### src/pkg/lfc_pkg.sv
/*
  Package for the LED fade and toggle controller: timing counts, ramp
  geometry, current code widths and the gamma table.
  Assumes a 25 MHz core clock; all counts are derived from that rate.
*/
`default_nettype none
package lfc_pkg;
    // Core clock rate in hertz.
    localparam int unsigned CLK_HZ         = 25_000_000;
    // Debounce interval in microseconds, as typical.
    localparam int unsigned DEBOUNCE_US    = 37_000;
    // Debounce interval in clock cycles.
    localparam int unsigned DEBOUNCE_CYC   = (CLK_HZ / 1_000_000) * DEBOUNCE_US;
    // Short qualification time in microseconds (default, not printed).
    localparam int unsigned SHORT_QUAL_US  = 10;
    // Short qualification time in clock cycles.
    localparam int unsigned SHORT_QUAL_CYC = (CLK_HZ / 1_000_000) * SHORT_QUAL_US;
    // Instant transition time when a fade setting is zero, in microseconds.
    localparam int unsigned INSTANT_US     = 70;
    // Whole instant transition in clock cycles (longest time, rounded down).
    localparam int unsigned INSTANT_CYC    = (CLK_HZ / 1_000_000) * INSTANT_US;
    // Number of gamma steps in a ramp.
    localparam int unsigned RAMP_STEPS     = 63;
    // Cycles per step when the fade setting is zero.
    localparam int unsigned INSTANT_STEP_CYC = INSTANT_CYC / RAMP_STEPS;
    // Width of the step index.
    localparam int unsigned STEP_W         = 6;
    // Width of a fade time setting (cycles per step).
    localparam int unsigned FADE_W         = 24;
    // Width of the current code.
    localparam int unsigned CUR_W          = 8;
    // Width of the debounce and qualify counters.
    localparam int unsigned CNT_W          = 24;
    // Reduced current under short, numerator over 5 (20 percent).
    localparam int unsigned SHORT_DIV      = 5;
    // Last step index.
    localparam logic [STEP_W-1:0] STEP_MAX = 6'h3F;

    // Gamma curve: index squared, scaled to about 251 at step 63.
    // The product is formed at 32 bits because a 16-bit product would wrap.
    // The top step itself is forced to full scale by the caller.
    function automatic logic [CUR_W-1:0] lfc_gamma(input logic [STEP_W-1:0] idx);
        logic [15:0] sq;
        sq = 16'(idx) * 16'(idx);
        lfc_gamma = CUR_W'((32'(sq) * 32'h0000_0041) >> 10);
    endfunction
endpackage
`default_nettype wire

### src/verilog/lfc_top.sv
/*
  LED fade and toggle controller core. Debounces an active-low button,
  toggles the channel, runs gamma fade ramps, passes an external PWM
  level when the button has not lit the channel, and cuts the current
  on a qualified output short.
  Assumes all inputs are synchronous to mclk and the fade settings are
  static numbers of clock cycles per step (zero selects instant mode).
*/
`default_nettype none
module lfc_top #(
    // Button debounce length in clock cycles; defaults to the 37 ms figure.
    parameter int unsigned DEB_CYC = lfc_pkg::DEBOUNCE_CYC
) (
    // Clock and reset.
    input  wire logic                       mclk,
    input  wire logic                       arst_n,
    // Button, active low while pressed.
    input  wire logic                       button_n,
    // External PWM level and its activity flag.
    input  wire logic                       pwm_in,
    input  wire logic                       pwm_active,
    // Settings.
    input  wire logic [lfc_pkg::FADE_W-1:0] fade_in_time_setting,
    input  wire logic [lfc_pkg::FADE_W-1:0] fade_out_time_setting,
    input  wire logic [lfc_pkg::CUR_W-1:0]  full_scale_current_setting,
    // Short comparator, high while output is below short_detect_threshold.
    input  wire logic                       short_below,
    // Current source drive.
    output logic [lfc_pkg::CUR_W-1:0]       current_code,
    output logic                            channel_on,
    output logic                            short_fault
);
    import lfc_pkg::*;

    // Ramp states, one-hot.
    typedef enum logic [2:0] {
        LFC_IDLE = 3'h1,
        LFC_UP   = 3'h2,
        LFC_DOWN = 3'h4
    } lfc_state_t;

    logic                btn_q;          // Debounced button level.
    logic                btn_prev_r;     // Previous debounced level.
    logic                btn_prev_nxt;   // Next previous level.
    logic                press;          // One-cycle qualified press.
    logic                short_q;        // Qualified short level.
    lfc_state_t          state_r;        // Ramp state.
    lfc_state_t          state_nxt;      // Next ramp state.
    logic                on_r;           // Channel latched on by button.
    logic                on_nxt;         // Next latch value.
    logic [STEP_W-1:0]   step_r;         // Present gamma step.
    logic [STEP_W-1:0]   step_nxt;       // Next step.
    logic [FADE_W-1:0]   tick_r;         // Cycles spent on this step.
    logic [FADE_W-1:0]   tick_nxt;       // Next tick count.
    logic [FADE_W-1:0]   step_len;       // Cycles per step for this ramp.
    logic [CUR_W-1:0]    code_r;         // Registered current code.
    logic [CUR_W-1:0]    code_nxt;       // Next current code.
    logic [CUR_W-1:0]    base_code;      // Code before short reduction.
    logic [15:0]         scaled;         // Gamma level times full scale.
    logic [CUR_W-1:0]    ramp_code;      // Ramp contribution.

    // Button debouncer, applied to both edges.
    lfc_qualify #(.COUNT(DEB_CYC)) u_btn (
        .mclk     (mclk),
        .arst_n   (arst_n),
        .raw_in   (button_n),
        .qual_out (btn_q)
    );

    // Short qualifier; sense is inverted so idle maps to the rest level.
    logic short_n_q; // Qualified short, active low.
    lfc_qualify #(.COUNT(SHORT_QUAL_CYC)) u_short (
        .mclk     (mclk),
        .arst_n   (arst_n),
        .raw_in   (~short_below),
        .qual_out (short_n_q)
    );
    assign short_q = ~short_n_q;

    // A press is the debounced falling edge; one press gives one pulse.
    assign press = btn_prev_r & ~btn_q;

    // Cycles per step: zero setting selects the instant rate.
    always_comb begin
        if (state_r == LFC_DOWN) begin
            step_len = (fade_out_time_setting == '0) ? FADE_W'(INSTANT_STEP_CYC) : fade_out_time_setting;
        end else begin
            step_len = (fade_in_time_setting == '0) ? FADE_W'(INSTANT_STEP_CYC) : fade_in_time_setting;
        end
    end

    // Toggle and ramp control.
    always_comb begin
        state_nxt    = state_r;
        on_nxt       = on_r;
        step_nxt     = step_r;
        tick_nxt     = tick_r;
        btn_prev_nxt = btn_q;
        if (press) begin
            // Toggle from the present state, regardless of PWM.
            on_nxt   = ~on_r;
            tick_nxt = '0;
            // Reverse from the present step, keeping current continuous.
            state_nxt = on_r ? LFC_DOWN : LFC_UP;
        end else begin
            case (state_r)
                LFC_IDLE: begin
                    tick_nxt = '0;
                end
                LFC_UP, LFC_DOWN: begin
                    // Walk the 63 gamma steps at the chosen rate.
                    if (tick_r >= step_len - 1'b1) begin
                        tick_nxt = '0;
                        if (state_r == LFC_UP) begin
                            if (step_r == STEP_MAX) begin
                                state_nxt = LFC_IDLE;
                            end else begin
                                step_nxt = step_r + 1'b1;
                            end
                        end else begin
                            if (step_r == '0) begin
                                state_nxt = LFC_IDLE;
                            end else begin
                                step_nxt = step_r - 1'b1;
                            end
                        end
                    end else begin
                        tick_nxt = tick_r + 1'b1;
                    end
                end
                default: begin
                    state_nxt = LFC_IDLE;
                end
            endcase
        end
    end

    // Current code selection.
    always_comb begin
        scaled    = 16'(lfc_gamma(step_r)) * 16'(full_scale_current_setting);
        ramp_code = scaled[15:8] + ((step_r == STEP_MAX) ? full_scale_current_setting - scaled[15:8] : '0);
        if (on_r || state_r != LFC_IDLE || !pwm_active) begin
            // Button owns the channel, or fades down; PWM ignored.
            base_code = ramp_code;
        end else begin
            // PWM level gates full scale; average follows duty.
            base_code = pwm_in ? full_scale_current_setting : '0;
        end
        // Short cuts to a fifth and recovers when it clears.
        code_nxt = short_q ? CUR_W'(base_code / CUR_W'(SHORT_DIV)) : base_code;
    end

    // Register control state and the output code.
    always_ff @(posedge mclk or negedge arst_n) begin
        if (!arst_n) begin
            state_r    <= LFC_IDLE;
            on_r       <= 1'b0;
            step_r     <= '0;
            tick_r     <= '0;
            btn_prev_r <= 1'b1;
            code_r     <= '0;
        end else begin
            state_r    <= state_nxt;
            on_r       <= on_nxt;
            step_r     <= step_nxt;
            tick_r     <= tick_nxt;
            btn_prev_r <= btn_prev_nxt;
            code_r     <= code_nxt;
        end
    end

    assign current_code = code_r;
    assign channel_on   = on_r;
    assign short_fault  = short_q;
endmodule
`default_nettype wire

### src/verilog/lfc_qualify.sv
/*
  Qualifier: an input level is accepted only after it has held steady
  for the full qualification count. Used for the button and the short
  comparator. Assumes its input is synchronous to mclk.
*/
`default_nettype none
module lfc_qualify #(
    parameter int unsigned COUNT = 4
) (
    // Clock and reset.
    input  wire logic mclk,
    input  wire logic arst_n,
    // Raw level to be qualified.
    input  wire logic raw_in,
    // Qualified level.
    output logic      qual_out
);
    import lfc_pkg::*;

    logic [CNT_W-1:0] cnt_r;    // Cycles the raw level has differed.
    logic [CNT_W-1:0] cnt_nxt;  // Next count.
    logic             qual_r;   // Accepted level.
    logic             qual_nxt; // Next accepted level.

    // Count while raw differs from the accepted level; restart on any bounce.
    always_comb begin
        cnt_nxt  = '0;
        qual_nxt = qual_r;
        if (raw_in != qual_r) begin
            if (cnt_r >= CNT_W'(COUNT - 1)) begin
                qual_nxt = raw_in;
            end else begin
                cnt_nxt = cnt_r + 1'b1;
            end
        end
    end

    // Register the counter and level; level rests high (released, idle).
    always_ff @(posedge mclk or negedge arst_n) begin
        if (!arst_n) begin
            cnt_r  <= '0;
            qual_r <= 1'b1;
        end else begin
            cnt_r  <= cnt_nxt;
            qual_r <= qual_nxt;
        end
    end

    assign qual_out = qual_r;
endmodule
`default_nettype wire

### config.mk
export PLATFORM = sky130hd
export DESIGN_NAME = lfc_top
export DESIGN_NICKNAME = d
export VERILOG_FILES = /design/src/pkg/lfc_pkg.sv /design/src/verilog/lfc_top.sv /design/src/verilog/lfc_qualify.sv
export SDC_FILE = /design/constraint.sdc
export NUM_CORES = 1
export LEC_CHECK = 0
export BUFFER_PORTS_ARGS = -buffer_cell sky130_fd_sc_hd__buf_2
export CORE_ASPECT_RATIO = 1.75
export CORE_MARGIN = 2
export CORE_UTILIZATION = 55
export DETAILED_ROUTE_END_ITERATION = 12
export GPL_TIMING_DRIVEN = 0
export PLACE_DENSITY = 0.78
export SKIP_LAST_GASP = 1
export SLEW_MARGIN = 25
export SYNTH_ARGS = -nofsm -noshare
export SYNTH_HDL_FRONTEND = slang
export SYNTH_SLANG_ARGS = --single-unit
### constraint.sdc
create_clock -name mclk -period 42.3 [get_ports mclk]
set_input_delay 6.345 -clock mclk [delete_from_list [all_inputs] [get_ports mclk]]
set_output_delay 6.345 -clock mclk [all_outputs]
set_load 0.01 [all_outputs]
==> results of run 1 <==
[sequential cells by signal, indices dropped and copies added (netlist names), 3 cells and up]
| name | cells |
|---|---|
| state_r | 3 |
| u_btn.cnt_r | 24 |
| u_short.cnt_r | 24 |
| tick_r | 24 |
| current_code | 8 |
| step_r | 6 |
[metrics by stage]
stage	total power, mW	area [um2]	setup WS [ns]	hold WS (ns)	cells
2_1_floorplan	0.157	10700	26.44	0.376	1275
3_3_place_gp	0.180	11400	25.06	0.391	1586
3_5_place_dp	0.182	11400	24.87	0.394	1587
4_1_cts	0.267	11700	25.21	0.409	1603
5_1_grt	0.280	11700	24.15	0.417	1603
6_report	0.266	11700	25.06	0.406	1603
[where the power goes]
part	internal [mW]	leakage, nW	switching (mW)
combinational	0.0324	4.27	0.0531
sequential	0.0933	1.23	0.00315
clock	0.0472	0.150	0.0369
[cells in the mapped netlist (5+ instances only)]
library cell / n / area share, %
dfrtp_1: 89 / 21
inv_1: 99 / 3.5
nand2_1: 83 / 2.9
o21ai_0: 34 / 1.6
a21o_1: 21 / 1.5
mux2i_1: 26 / 2.4
o211ai_1: 5 / 0.35
nor2b_1: 28 / 1.6
o22ai_1: 14 / 0.82
o311ai_0: 10 / 0.82
clkbuf_1: 27 / 0.95
nor3_1: 40 / 1.9
nor2_1: 118 / 4.2
ha_1: 103 / 12
fa_1: 46 / 8.7
or3_1: 8 / 0.47
nand2b_1: 17 / 1.0
buf_1: 5 / 0.18
nor4_1: 21 / 1.2
and2_1: 43 / 2.5
xnor2_1: 56 / 4.6
o21a_1: 6 / 0.42
a211oi_1: 7 / 0.49
nand3_1: 47 / 2.2
o21ai_1: 9 / 0.42
xor2_1: 42 / 3.5
o21bai_1: 6 / 0.42
nand4_1: 19 / 1.1
a21oi_1: 64 / 3.0
and3_1: 20 / 1.2
a31oi_1: 20 / 1.2
[area by class of cell]
type | count | share of cell area, %
sequential | 93 | 19.9
clock inverter | 7 | 0.758
tap | 241 | 2.57
multi-input combinational | 1040 | 66.7
clock buffer | 9 | 1.92
inverter | 100 | 3.20
buffer | 42 | 1.68
timing repair buffer | 71 | 3.28
[per-layer routing]
metal	share of wire, %	wire length [um]	global-route usage, %	up-vias
met3	2.8	718	2.47	101
li1	-	-	-	4633
met2	55	14500	50.5	243
met5	0	0	0	-
met4	5.2	1370	14.9	0
met1	37	9530	27.8	4589
[logic make-up after synthesis]
kind of cell,after synthesis,synth area share (%)
DFF,93,21.9
other,1,0.0352
and+or+nand+nor,471,22.4
adders and majority gates,152,21.0
AOI/OAI and AO/OA,265,17.7
muxes,32,3.08
xor gates and xnor gates,100,8.37
buffers and inverters,142,5.37
[worst max path at each step]
stage	to	slack, ns	cells after the start
3_3_place_gp	current_code[0]$_DFF_PN0_	25.06	47
6_report	current_code[0]$_DFF_PN0_	25.06	47
3_5_place_dp	current_code[0]$_DFF_PN0_	24.87	47
4_1_cts	current_code[0]$_DFF_PN0_	25.21	47
2_1_floorplan	current_code[0]$_DFF_PN0_	26.44	48
5_1_grt	current_code[0]$_DFF_PN0_	24.15	47
[placed cells by master (no fill, tap or decap), types with 10 or more instances in the layout]
cell type | netlist | final
xor2_1 | 42 | 42
and2_1 | 43 | 43
conb_1 | 1 | 20
a21o_1 | 21 | 21
and3_1 | 20 | 20
buf_2 | 4 | 73
nor4_1 | 21 | 21
nor2_1 | 118 | 118
inv_1 | 99 | 99
nor2b_1 | 28 | 28
a21oi_1 | 64 | 64
xnor2_1 | 56 | 56
o21ai_0 | 34 | 34
a31oi_1 | 20 | 20
clkbuf_1 | 27 | 27
nand2b_1 | 17 | 17
fa_1 | 46 | 46
nand2_1 | 83 | 83
mux2i_1 | 26 | 26
o22ai_1 | 14 | 14
dfrtp_1 | 89 | 89
o311ai_0 | 10 | 10
nand4_1 | 19 | 19
nor3_1 | 40 | 40
ha_1 | 103 | 103
nand3_1 | 47 | 47
[worst max-delay path: cells and delay by family]
family	cells	cell delay [ns]
buffers and inverters	7	1.12
and+or+nand+nor	10	1.67
xor gates and xnor gates	2	0.32
adders and majority gates	9	3.68
AOI/OAI and AO/OA	19	4.29
==> metrics.md, run 1 <==
| Metric | Value |
|---|---|
| Part of the Yosys area used for sequential elements | `21.9%` |
| Total congestion overflow | `0` |
| First-pass GRT wire length | `44.6 mm` |
| Die Height | `188 um` |
| Via density | `5.97` |
| Data arrival time of the critical path | `17.45 ns` |
| Rows | `67` |
| Post-Syn Area | `0.0106 mm2` |
| Critical path origin | `full_scale_current_setting[7]` |
| Worst hold path type | `flip-flop to flip-flop` |
| Fmax achieved | `58.0 MHz` |
| PwrDens | `22.7 mW/mm2` |
| Worst-path fanout max | `10` |
| Worst-Margin Slew | `0.990 ns` |
| Crit start category | `primary input` |
| GP Congestion | `0.949` |
| 1st-iter DRT viols | `531` |
| CTS resizes | `0` |
| DR WL/cell | `16.3 um` |
| Post-Route Setup TNS | `0 ns` |
| Max-cap viol count | `0` |
| Fin util | `61.5%` |
| Antenna violations before repair | `0` |
| Yosys warns | `0` |
| Slowest CP cell | `fa_1` |
| Share of cells above drive strength 1 | `10.3%` |
| Hold-fix buffers, CTS | `0` |
| Synth-to-layout area growth | `10.1%` |
| Overall routing resource usage | `26.7%` |
| Mean post-synth cell area | `8.47 um2` |
| Die Area | `0.0205 mm2` |
| Post-route minimum period | `17.24 ns` |
| Largest net degree at the start of global routing | `79` |
| Worst r2r path cells | `69` |
| VDD IR max | `0.0215 mV` |
| Chip width | `109 um` |
| Post-synth top flop | `dfrtp_1` |
| Num Clock Sinks | `93` |
| 1st-pass router iterations | `5` |
| Clk root buf | `clkbuf_16` |
| Worst-case clock buffer depth | `2` |
| Vias | `9,566` |
| Port bufs | `70` |
| Status | `finished, final reports clean` |
| Worst hold endpoint | `btn_prev_r$_DFF_PN1_` |
| Boundary Pins | `72` |
| Lkg Pwr | `5.65 nW` |
| Final #Nets | `1,568` |
| N_diodes | `0` |
| Relative slew slack | `33.5%` |
| CTS tree | `done` |
| Final Max Tran Viols | `0` |
| Drt total wl | `26.1 mm` |
| H-tree depth | `3` |
| R2R Path End | `current_code[0]$_DFF_PN0_` |
| Routed Antenna Nets | `0` |
| Slowest Stage Delay on Critical Path | `0.55 ns` |
| Setup CP Type | `primary input to flip-flop` |
| Initial core utilization | `55.9%` |
| Worst skew pair latency | `0.35 ns` |
| Cells after Synth | `1,256` |
| Clock skew | `0.00934 ns` |
| Vias in the first global route | `9,874` |
| DP HPWL | `21.3 mm` |
| Hold Crit Start | `u_btn.qual_out$_DFFE_PN1P_` |
| Final worst path period share | `40.8%` |
| Async S/R FF share, synth | `100%` |
| Total CTS buffers | `9` |
| DR DRC count | `0` |
| FF-to-FF setup slack | `25.37 ns` |
| Number of synthesized register bits | `93` |
| Fillers | `1,720` |
| Hold Crit Depth | `0` |
| Element type at the critical path end | `flip-flop` |
| Post-synth EDFFs | `0` |
| RSZ-0062 raised after global routing | `false` |
| Area of the core | `0.0190 mm2` |
| Reg area | `0.00233 mm2` |
| Reg clk slew, reported paths | `0.07 ns` |
| Postcts setup bufs | `0` |
| Final-report setup violation count | `0` |
| WP data required | `42.51 ns` |
| Synth cell types | `96` |
| Area of the multi-input gates | `0.00781 mm2` |
| R2r startpoint | `step_r[5]$_DFFE_PN0P_` |
| Final hold vios | `0` |
No activity file was read; power rests on OpenSTA's default activity.
==> run 2: changes to the inputs <==
- ABC_AREA: not set -> 1
- PLACE_DENSITY: 0.78 -> 0.81
- clock period: 42.3 -> 14.3 ns (I/O delays scaled with it)
==> run 2 against run 1 <==
Compared with the run above:
- critical endpoint unchanged
- register-to-register slack got worse by 25 ns
- die area decreased by 6.5%
- clock skew rose by 0.0041 ns
- area after synthesis down 6.7%
- cell area is 1.7% lower
- count of clock-buffer cells in the layout up 1
- critical path depth is 42 higher
- combinational power increased to 6.3 times the previous value
- global-route usage decreased by 1.6 points
- via count fell by 2.0%
- setup slack lost 24 ns
==> metrics.md, run 2 <==
| Metric | Value |
|---|---|
| Main area contributors after synthesis | `dfrtp_1 22%, ha_1 13%, inv_1 9.3% (was dfrtp_1 21%, ha_1 12%, fa_1 8.7%)` |
| Slowest Stage Delay on Critical Path | `0.56 ns (was 0.55 ns)` |
| PwrDens | `94.8 mW/mm2 (was 22.7 mW/mm2)` |
| Share of cells above drive strength 1 | `15.9% (was 10.3%)` |
| Top-count cell post-synth | `inv_1 (was nor2_1)` |
| Part of the Yosys area used for sequential elements | `23.5% (was 21.9%)` |
| Lkg Pwr | `5.95 nW (was 5.65 nW)` |
| Max-cap viol count | `0 (unchanged)` |
| Post-route minimum period | `13.63 ns` |
| FF-to-FF setup slack | `0.67 ns (was 25.37 ns)` |
| Cell Count, Final, Fillers Out | `1,707 (was 1,603)` |
| Final #Nets | `1,679 (was 1,568)` |
| Area of the core | `0.0179 mm2 (was 0.0190 mm2)` |
| Port bufs | `71 (was 70)` |
| Synth-to-layout area growth | `16.0% (was 10.1%)` |
| Most frequent CP cell | `nand2_2` |
| Synth top area share | `22.4% (was 20.9%)` |
| Chip width | `106 um (was 109 um)` |
| Final instance area | `0.0115 mm2 (was 0.0117 mm2)` |
| Final worst path period share | `95.3%` |
| Post-synth top flop | `dfrtp_1 (unchanged)` |
| 1st-pass router iterations | `7 (was 5)` |
| Setup CP Type | `flip-flop to flip-flop (was primary input to flip-flop)` |
| Num Clock Sinks | `93 (unchanged)` |
| Yosys warns | `0 (unchanged)` |
| Yosys top cell by area | `dfrtp_1 (unchanged)` |
| Placed Area | `0.0107 mm2 (was 0.0114 mm2)` |
| Commonest cells after routing, fill and taps aside | `241 x inv_1, 204 x nand2_1, 157 x nor2_1, 97 x ha_1, 85 x dfrtp_1 (was 118 x nor2_1, 103 x ha_1, 99 x inv_1, 89 x dfrtp_1, 83 x nand2_1)` |
| Final Max Tran Viols | `0 (unchanged)` |
| Boundary Pins | `72 (unchanged)` |
| Via density | `5.49 (was 5.97)` |
| Clock skew | `0.0135 ns (was 0.00934 ns)` |
| Final hold vios | `0 (unchanged)` |
| Cells after Synth | `1,345 (was 1,256)` |
| CTS tree | `done (unchanged)` |
| WP data required | `14.54 ns (was 42.51 ns)` |
| Drt total wl | `24.5 mm (was 26.1 mm)` |
| Post-Route Setup TNS | `0 ns (unchanged)` |
| Top cells by count, synth | `246 x inv_1, 218 x nand2_1, 162 x nor2_1 (was 118 x nor2_1, 103 x ha_1, 99 x inv_1)` |
| Largest net degree at the start of global routing | `80 (was 79)` |
| Total CTS buffers | `9 (unchanged)` |
| Die Height | `182 um (was 188 um)` |
| DR WL/cell | `14.3 um (was 16.3 um)` |
| N_diodes | `0 (unchanged)` |
| 1st-iter DRT viols | `428 (was 531)` |
| Vias in the first global route | `9,390 (was 9,874)` |
| GP Congestion | `0.921 (was 0.949)` |
| Rows | `65 (was 67)` |
| DR DRC count | `0 (unchanged)` |
| Worst skew pair latency | `0.35 ns (about the same)` |
| Worst-case clock buffer depth | `2 (unchanged)` |
| Fmax achieved | `73.4 MHz` |
| Crit start category | `flip-flop (was primary input)` |
| Element type at the critical path end | `flip-flop (unchanged)` |
| Initial core utilization | `55.5% (was 55.9%)` |
| Relative slew slack | `37.6% (was 33.5%)` |
| First-pass GRT wire length | `39.9 mm (was 44.6 mm)` |
| Worst hold path type | `flip-flop to flip-flop (unchanged)` |
| Hold-fix buffers, CTS | `0 (unchanged)` |
| Biggest regs | `tick_r (24), u_btn.cnt_r (24), u_short.cnt_r (24) (unchanged)` |
| Async S/R FF share, synth | `100% (unchanged)` |
| Mean post-synth cell area | `7.38 um2 (was 8.47 um2)` |
| Clk root buf | `clkbuf_16 (unchanged)` |
| Number of synthesized register bits | `93 (unchanged)` |
| Post-Syn Area | `0.00993 mm2 (was 0.0106 mm2)` |
| Die Area | `0.0192 mm2 (was 0.0205 mm2)` |
| DP HPWL | `19.4 mm (was 21.3 mm)` |
| H-tree depth | `3 (unchanged)` |
| Slack of the critical path | `0.672 ns (was 25.06 ns)` |
| Routed Antenna Nets | `0 (unchanged)` |
| VDD IR max | `0.0709 mV (was 0.0215 mV)` |
| Placed cells | `1,670 (was 1,587)` |
| Status | `finished, final reports clean (unchanged)` |
| Synth cell types | `58 (was 96)` |
| Final-report setup violation count | `0 (unchanged)` |
| Data arrival time of the critical path | `13.87 ns (was 17.45 ns)` |
| Worst-path fanout max | `9 (was 10)` |
| Worst-Margin Slew | `0.913 ns (was 0.990 ns)` |
| Commonest non-fill, non-tap cell in the layout | `inv_1 (was nor2_1)` |
| Vias | `9,377 (was 9,566)` |
| Antenna violations before repair | `0 (unchanged)` |
| Post-synth EDFFs | `0 (unchanged)` |
| Slowest CP cell | `fa_1 (unchanged)` |
| Overall routing resource usage | `25.2% (was 26.7%)` |
| Total congestion overflow | `0 (unchanged)` |
| Pre-CTS setup slack | `-0.420 ns (was 24.87 ns)` |
| Reg clk slew, reported paths | `0.07 ns (about the same)` |
run 2: changes by cell type after synthesis, sizes merged, moves of 28 or more:
cell	previous run	this run
xnor2	57	21
nand3	47	87
nor2	119	167
inv	99	250
nor2b	28	0
nand2	84	244
and2	45	4
run 2: worst paths after layout:
kind	endpoint	from	depth (start not counted)
worst max-delay path	current_code[0]$_DFF_PN0_	step_r[4]$_DFFE_PN0P_	89
worst min-delay path	btn_prev_r$_DFF_PN1_	u_btn.qual_out$_DFFE_PN1P_	0
worst max register to register	current_code[0]$_DFF_PN0_	step_r[4]$_DFFE_PN0P_	89
worst min register to register	btn_prev_r$_DFF_PN1_	u_btn.qual_out$_DFFE_PN1P_	0
max in group asynchronous	u_short.qual_out$_DFFE_PN1P_	arst_n	2
min in group asynchronous	tick_r[1]$_DFFE_PN0P_	arst_n	1
run 2: through the flow:
| step | hold WS (ns) | utilization, % | power, mW |
|---|---|---|---|
| CTS | 0.382 | 61.8 | 1.05 |
| detailed placement | 0.373 | 59.7 | 0.789 |
| global route | 0.388 | 64.4 | 1.17 |
| finish | 0.381 | 64.4 | 1.09 |
| global placement | 0.373 | 59.5 | 0.775 |
| floorplan | 0.367 | - | 0.668 |
run 2: area by class of cell:
cell class,instances,area (um2)
well taps,234,293
inverters,254,956
clock buffers,10,229
plain buffers,11,48.8
multi-input cells,1004,6990
repair buffers,95,562
clock inverters,6,96.3
flip-flops and latches,93,2340
fillers,1545,6380
run 2: worst max-delay path: cells and delay by family (launching register included):
kind            cells  cell delay [ns]
xor+xnor            2             0.50
buf+inv            17             1.07
flops               1             0.40
fa+ha+maj          14             5.56
simple gates       46             4.50
compound gates     10             1.50
run 2: logic make-up after synthesis:
family                   after synthesis  synth area share [%]
adder cells (fa/ha/maj)              149                  22.3
AO/OA/AOI/OAI                        148                  8.71
XOR/XNOR                              74                  6.60
AND/OR/NAND/NOR                      607                  28.2
multiplexers                           6                 0.605
buffers and inverters                267                  10.1
flip-flops                            93                  23.5
other                                  1                0.0378
run 2: power by group:
group	leakage (nW)	switching, mW	total, mW	internal [mW]
logic	4.59	0.346	0.542	0.196
clock network	0.155	0.103	0.258	0.155
registers	1.21	0.00945	0.291	0.282
total	5.95	0.458	1.09	0.633
run 2: metal layers:
metal	vias up	track usage (%)	routed length, um
met5	-	0	0
met4	0	13.4	1290
met3	96	2.26	833
met2	270	51.4	13800
met1	4453	23.8	8580
li1	4558	-	-
run 2: timing repair:
item | in CTS | in global routing
buffers inserted | 1 | 22
resized for setup | 9 | 75
pin swaps | 2 | 50
endpoints found under the setup margin | 2 | 3
==> run 3: changes to the inputs <==
- CORE_ASPECT_RATIO: 1.75 -> 0.75
==> run 3 against run 2 <==
Compared with the run above:
- combinational power is essentially flat
- flip-flop and latch count is the same
- die area down 0.16%
- critical path depth fell by 1
- register-to-register slack better by 0.04 ns
- sequential power hardly changed
- count of clock-buffer cells in the layout stayed put
- clock power is 15% lower
- setup slack better by 0.039 ns
- non-clock buffer count shrank 2
- power decreased by 3.4%
==> metrics.md, run 3 (synthesis results as in run 2) <==
| Metric | Value |
|---|---|
| Status | `finished, final reports clean (unchanged)` |
| Hold Crit Start | `u_btn.qual_out$_DFFE_PN1P_ (unchanged)` |
| Final hold slack | `0.389 ns (was 0.381 ns)` |
| DR WL/cell | `13.0 um (was 14.3 um)` |
| Reg clk slew, reported paths | `0.07 ns (about the same)` |
| Crit start category | `flip-flop (unchanged)` |
| WP data required | `14.58 ns (was 14.54 ns)` |
| Vias in the first global route | `8,675 (was 9,390)` |
| Routed Antenna Nets | `0 (unchanged)` |
| Chip width | `159 um (was 106 um)` |
| DP HPWL | `17.7 mm (was 19.4 mm)` |
| Largest net degree at the start of global routing | `48 (was 80)` |
| Vias | `9,029 (was 9,377)` |
| Final worst path period share | `95.0% (was 95.3%)` |
| Pre-CTS setup slack | `-0.191 ns (was -0.420 ns)` |
| Commonest cells after routing, fill and taps aside | `242 x inv_1, 201 x nand2_1, 158 x nor2_1, 98 x ha_1, 86 x dfrtp_1 (was 241 x inv_1, 204 x nand2_1, 157 x nor2_1, 97 x ha_1, 85 x dfrtp_1)` |
| Boundary Pins | `72 (unchanged)` |
| Synth-to-layout area growth | `15.2% (was 16.0%)` |
| GP Congestion | `0.901 (was 0.921)` |
| Fmax achieved | `73.6 MHz (was 73.4 MHz)` |
| Share of cells above drive strength 1 | `15.4% (was 15.9%)` |
| Final #Nets | `1,677 (was 1,679)` |
| Clk root buf | `clkbuf_16 (unchanged)` |
| PwrDens | `92.2 mW/mm2 (was 94.8 mW/mm2)` |
| Hold Crit Depth | `0 (unchanged)` |
| Rows | `42 (was 65)` |
| Area of the core | `0.0177 mm2 (was 0.0179 mm2)` |
| Total power | `1.05 mW (was 1.09 mW)` |
| Worst path bufs/invs | `15 (was 17)` |
| Worst r2r path cells | `88 (was 89)` |
| Comb pwr share | `51.6% (was 49.7%)` |
| Most frequent CP cell | `nand2_1 (was nand2_2)` |
| Placed Area | `0.0107 mm2 (about the same)` |
| Worst-case clock buffer depth | `2 (unchanged)` |
| Setup CP Type | `flip-flop to flip-flop (unchanged)` |
| Overall routing resource usage | `23.8% (was 25.2%)` |
| R2r startpoint | `step_r[0]$_DFFE_PN0P_ (was step_r[4]$_DFFE_PN0P_)` |
| Die Height | `120 um (was 182 um)` |
| Data arrival time of the critical path | `13.87 ns (about the same)` |
| H-tree depth | `3 (unchanged)` |
| Final hold vios | `0 (unchanged)` |
| VDD IR max | `0.122 mV (was 0.0709 mV)` |
| Worst skew pair latency | `0.34 ns (was 0.35 ns)` |
| Relative slew slack | `31.8% (was 37.6%)` |
| DR DRC count | `0 (unchanged)` |
| Cell Count, Final, Fillers Out | `1,713 (was 1,707)` |
| Final Max Tran Viols | `0 (unchanged)` |
| Kind of cell adding the most delay to the critical path | `adder cells (unchanged)` |
| R2R Path End | `current_code[0]$_DFF_PN0_ (unchanged)` |
| Port bufs | `71 (unchanged)` |
| 1st-pass router iterations | `5 (was 7)` |
| N_diodes | `0 (unchanged)` |
| Clock skew | `0.00881 ns (was 0.0135 ns)` |
| Final-report setup violation count | `0 (unchanged)` |
| Die Area | `0.0192 mm2 (about the same)` |
| Worst-path fanout max | `9 (unchanged)` |
| Max-cap viol count | `0 (unchanged)` |
| Net Sw Power | `453 uW (was 458 uW)` |
| Total CTS buffers | `9 (unchanged)` |
| Switching fraction of total power | `42.9% (was 42.0%)` |
| Slowest Stage Delay on Critical Path | `0.55 ns (was 0.56 ns)` |
| FF-to-FF setup slack | `0.71 ns (was 0.67 ns)` |
| Hold-fix buffers, CTS | `0 (unchanged)` |
| Fillers | `1,507 (was 1,545)` |
| Area of the multi-input gates | `0.00697 mm2 (was 0.00699 mm2)` |
| Via density | `5.27 (was 5.49)` |
| Worst hold path type | `flip-flop to flip-flop (unchanged)` |
| 1st-iter DRT viols | `650 (was 428)` |
| Total congestion overflow | `0 (unchanged)` |
| Placed cells | `1,679 (was 1,670)` |
| Num Clock Sinks | `93 (unchanged)` |
| P_int | `602 uW (was 633 uW)` |
| First-pass GRT wire length | `38.3 mm (was 39.9 mm)` |
| Reg area | `0.00234 mm2 (about the same)` |
| Drt total wl | `22.2 mm (was 24.5 mm)` |
| Element type at the critical path end | `flip-flop (unchanged)` |
| Worst-Margin Slew | `0.997 ns (was 0.913 ns)` |
| Register share of total power | `27.6% (was 26.7%)` |
| Slowest CP cell | `fa_1 (unchanged)` |
| Lkg Pwr | `5.93 nW (was 5.95 nW)` |
| Clk pwr share | `20.8% (was 23.7%)` |
| Initial core utilization | `56.2% (was 55.5%)` |
| Worst hold endpoint | `btn_prev_r$_DFF_PN1_ (unchanged)` |
| Antenna violations before repair | `0 (unchanged)` |
| Slack of the critical path | `0.710 ns (was 0.672 ns)` |
| CTS tree | `done (unchanged)` |
| Post-route minimum period | `13.59 ns (was 13.63 ns)` |
| Biggest regs | `tick_r (24), u_btn.cnt_r (24), u_short.cnt_r (24) (unchanged)` |
| Final instance area | `0.0114 mm2 (was 0.0115 mm2)` |
| Commonest non-fill, non-tap cell in the layout | `inv_1 (unchanged)` |
## run 3: cell count changes in the layout (fill, tap and decap cells not counted), sizes merged
cell	delta
bufinv	-2
buf	-2
clkinv	+3
inv	-1
## run 3: what timing repair did
item / CTS / global route
gates cloned: 0 / 0
resized for setup: 3 / 79
setup buffers: 0 / 19
setup endpoints to repair: 2 / 3
pin swaps: 0 / 41
## run 3: routing by layer
layer,global-route usage [%],share of wire (%),vias up
met3,4.01,5.9,30
met2,39.0,45,273
met4,5.23,1.4,0
met1,33.3,48,4141
li1,-,-,4585
met5,0,0,-
## run 3: power groups by stage
| stage | clock (mW) | sequential (mW) | combinational, mW |
|---|---|---|---|
| floorplan | 0 | 0.297 | 0.371 |
| global placement | 0 | 0.294 | 0.475 |
| detailed placement | 0 | 0.295 | 0.492 |
| CTS | 0.226 | 0.291 | 0.497 |
| global route | 0.240 | 0.292 | 0.623 |
| finish | 0.220 | 0.291 | 0.544 |
## run 3: worst max path at each step
| stage | startpoint | endpoint | slack, ns | depth (start not counted) |
|---|---|---|---|---|
| after CTS | step_r[0]$_DFFE_PN0P_ | current_code[0]$_DFF_PN0_ | 0.005 | 90 |
| after detailed placement | step_r[0]$_DFFE_PN0P_ | current_code[0]$_DFF_PN0_ | -0.19 | 89 |
| after floorplan | step_r[0]$_DFFE_PN0P_ | current_code[0]$_DFF_PN0_ | 1.58 | 83 |
| after global placement | step_r[0]$_DFFE_PN0P_ | current_code[0]$_DFF_PN0_ | 0.06 | 88 |
| final | step_r[0]$_DFFE_PN0P_ | current_code[0]$_DFF_PN0_ | 0.71 | 88 |
| after global routing | step_r[0]$_DFFE_PN0P_ | current_code[0]$_DFF_PN0_ | -0.23 | 92 |
## run 3: metrics by stage
| step | TNS (ns) | util (%) |
|---|---|---|
| global route | -0.233 | 64.8 |
| global placement | 0 | 60.4 |
| finish | 0 | 64.8 |
| CTS | 0 | 62.3 |
| detailed placement | -0.194 | 60.6 |
| floorplan | 0 | - |
## run 3: area by class of cell
cell class	count	share of cell area, %
inverters	254	8.36
clock inverters	6	0.416
clock buffers	10	2.00
multi-input cells	1004	60.9
plain buffers	12	0.525
well taps	242	2.65
flip-flops and latches	93	20.4
repair buffers	92	4.72
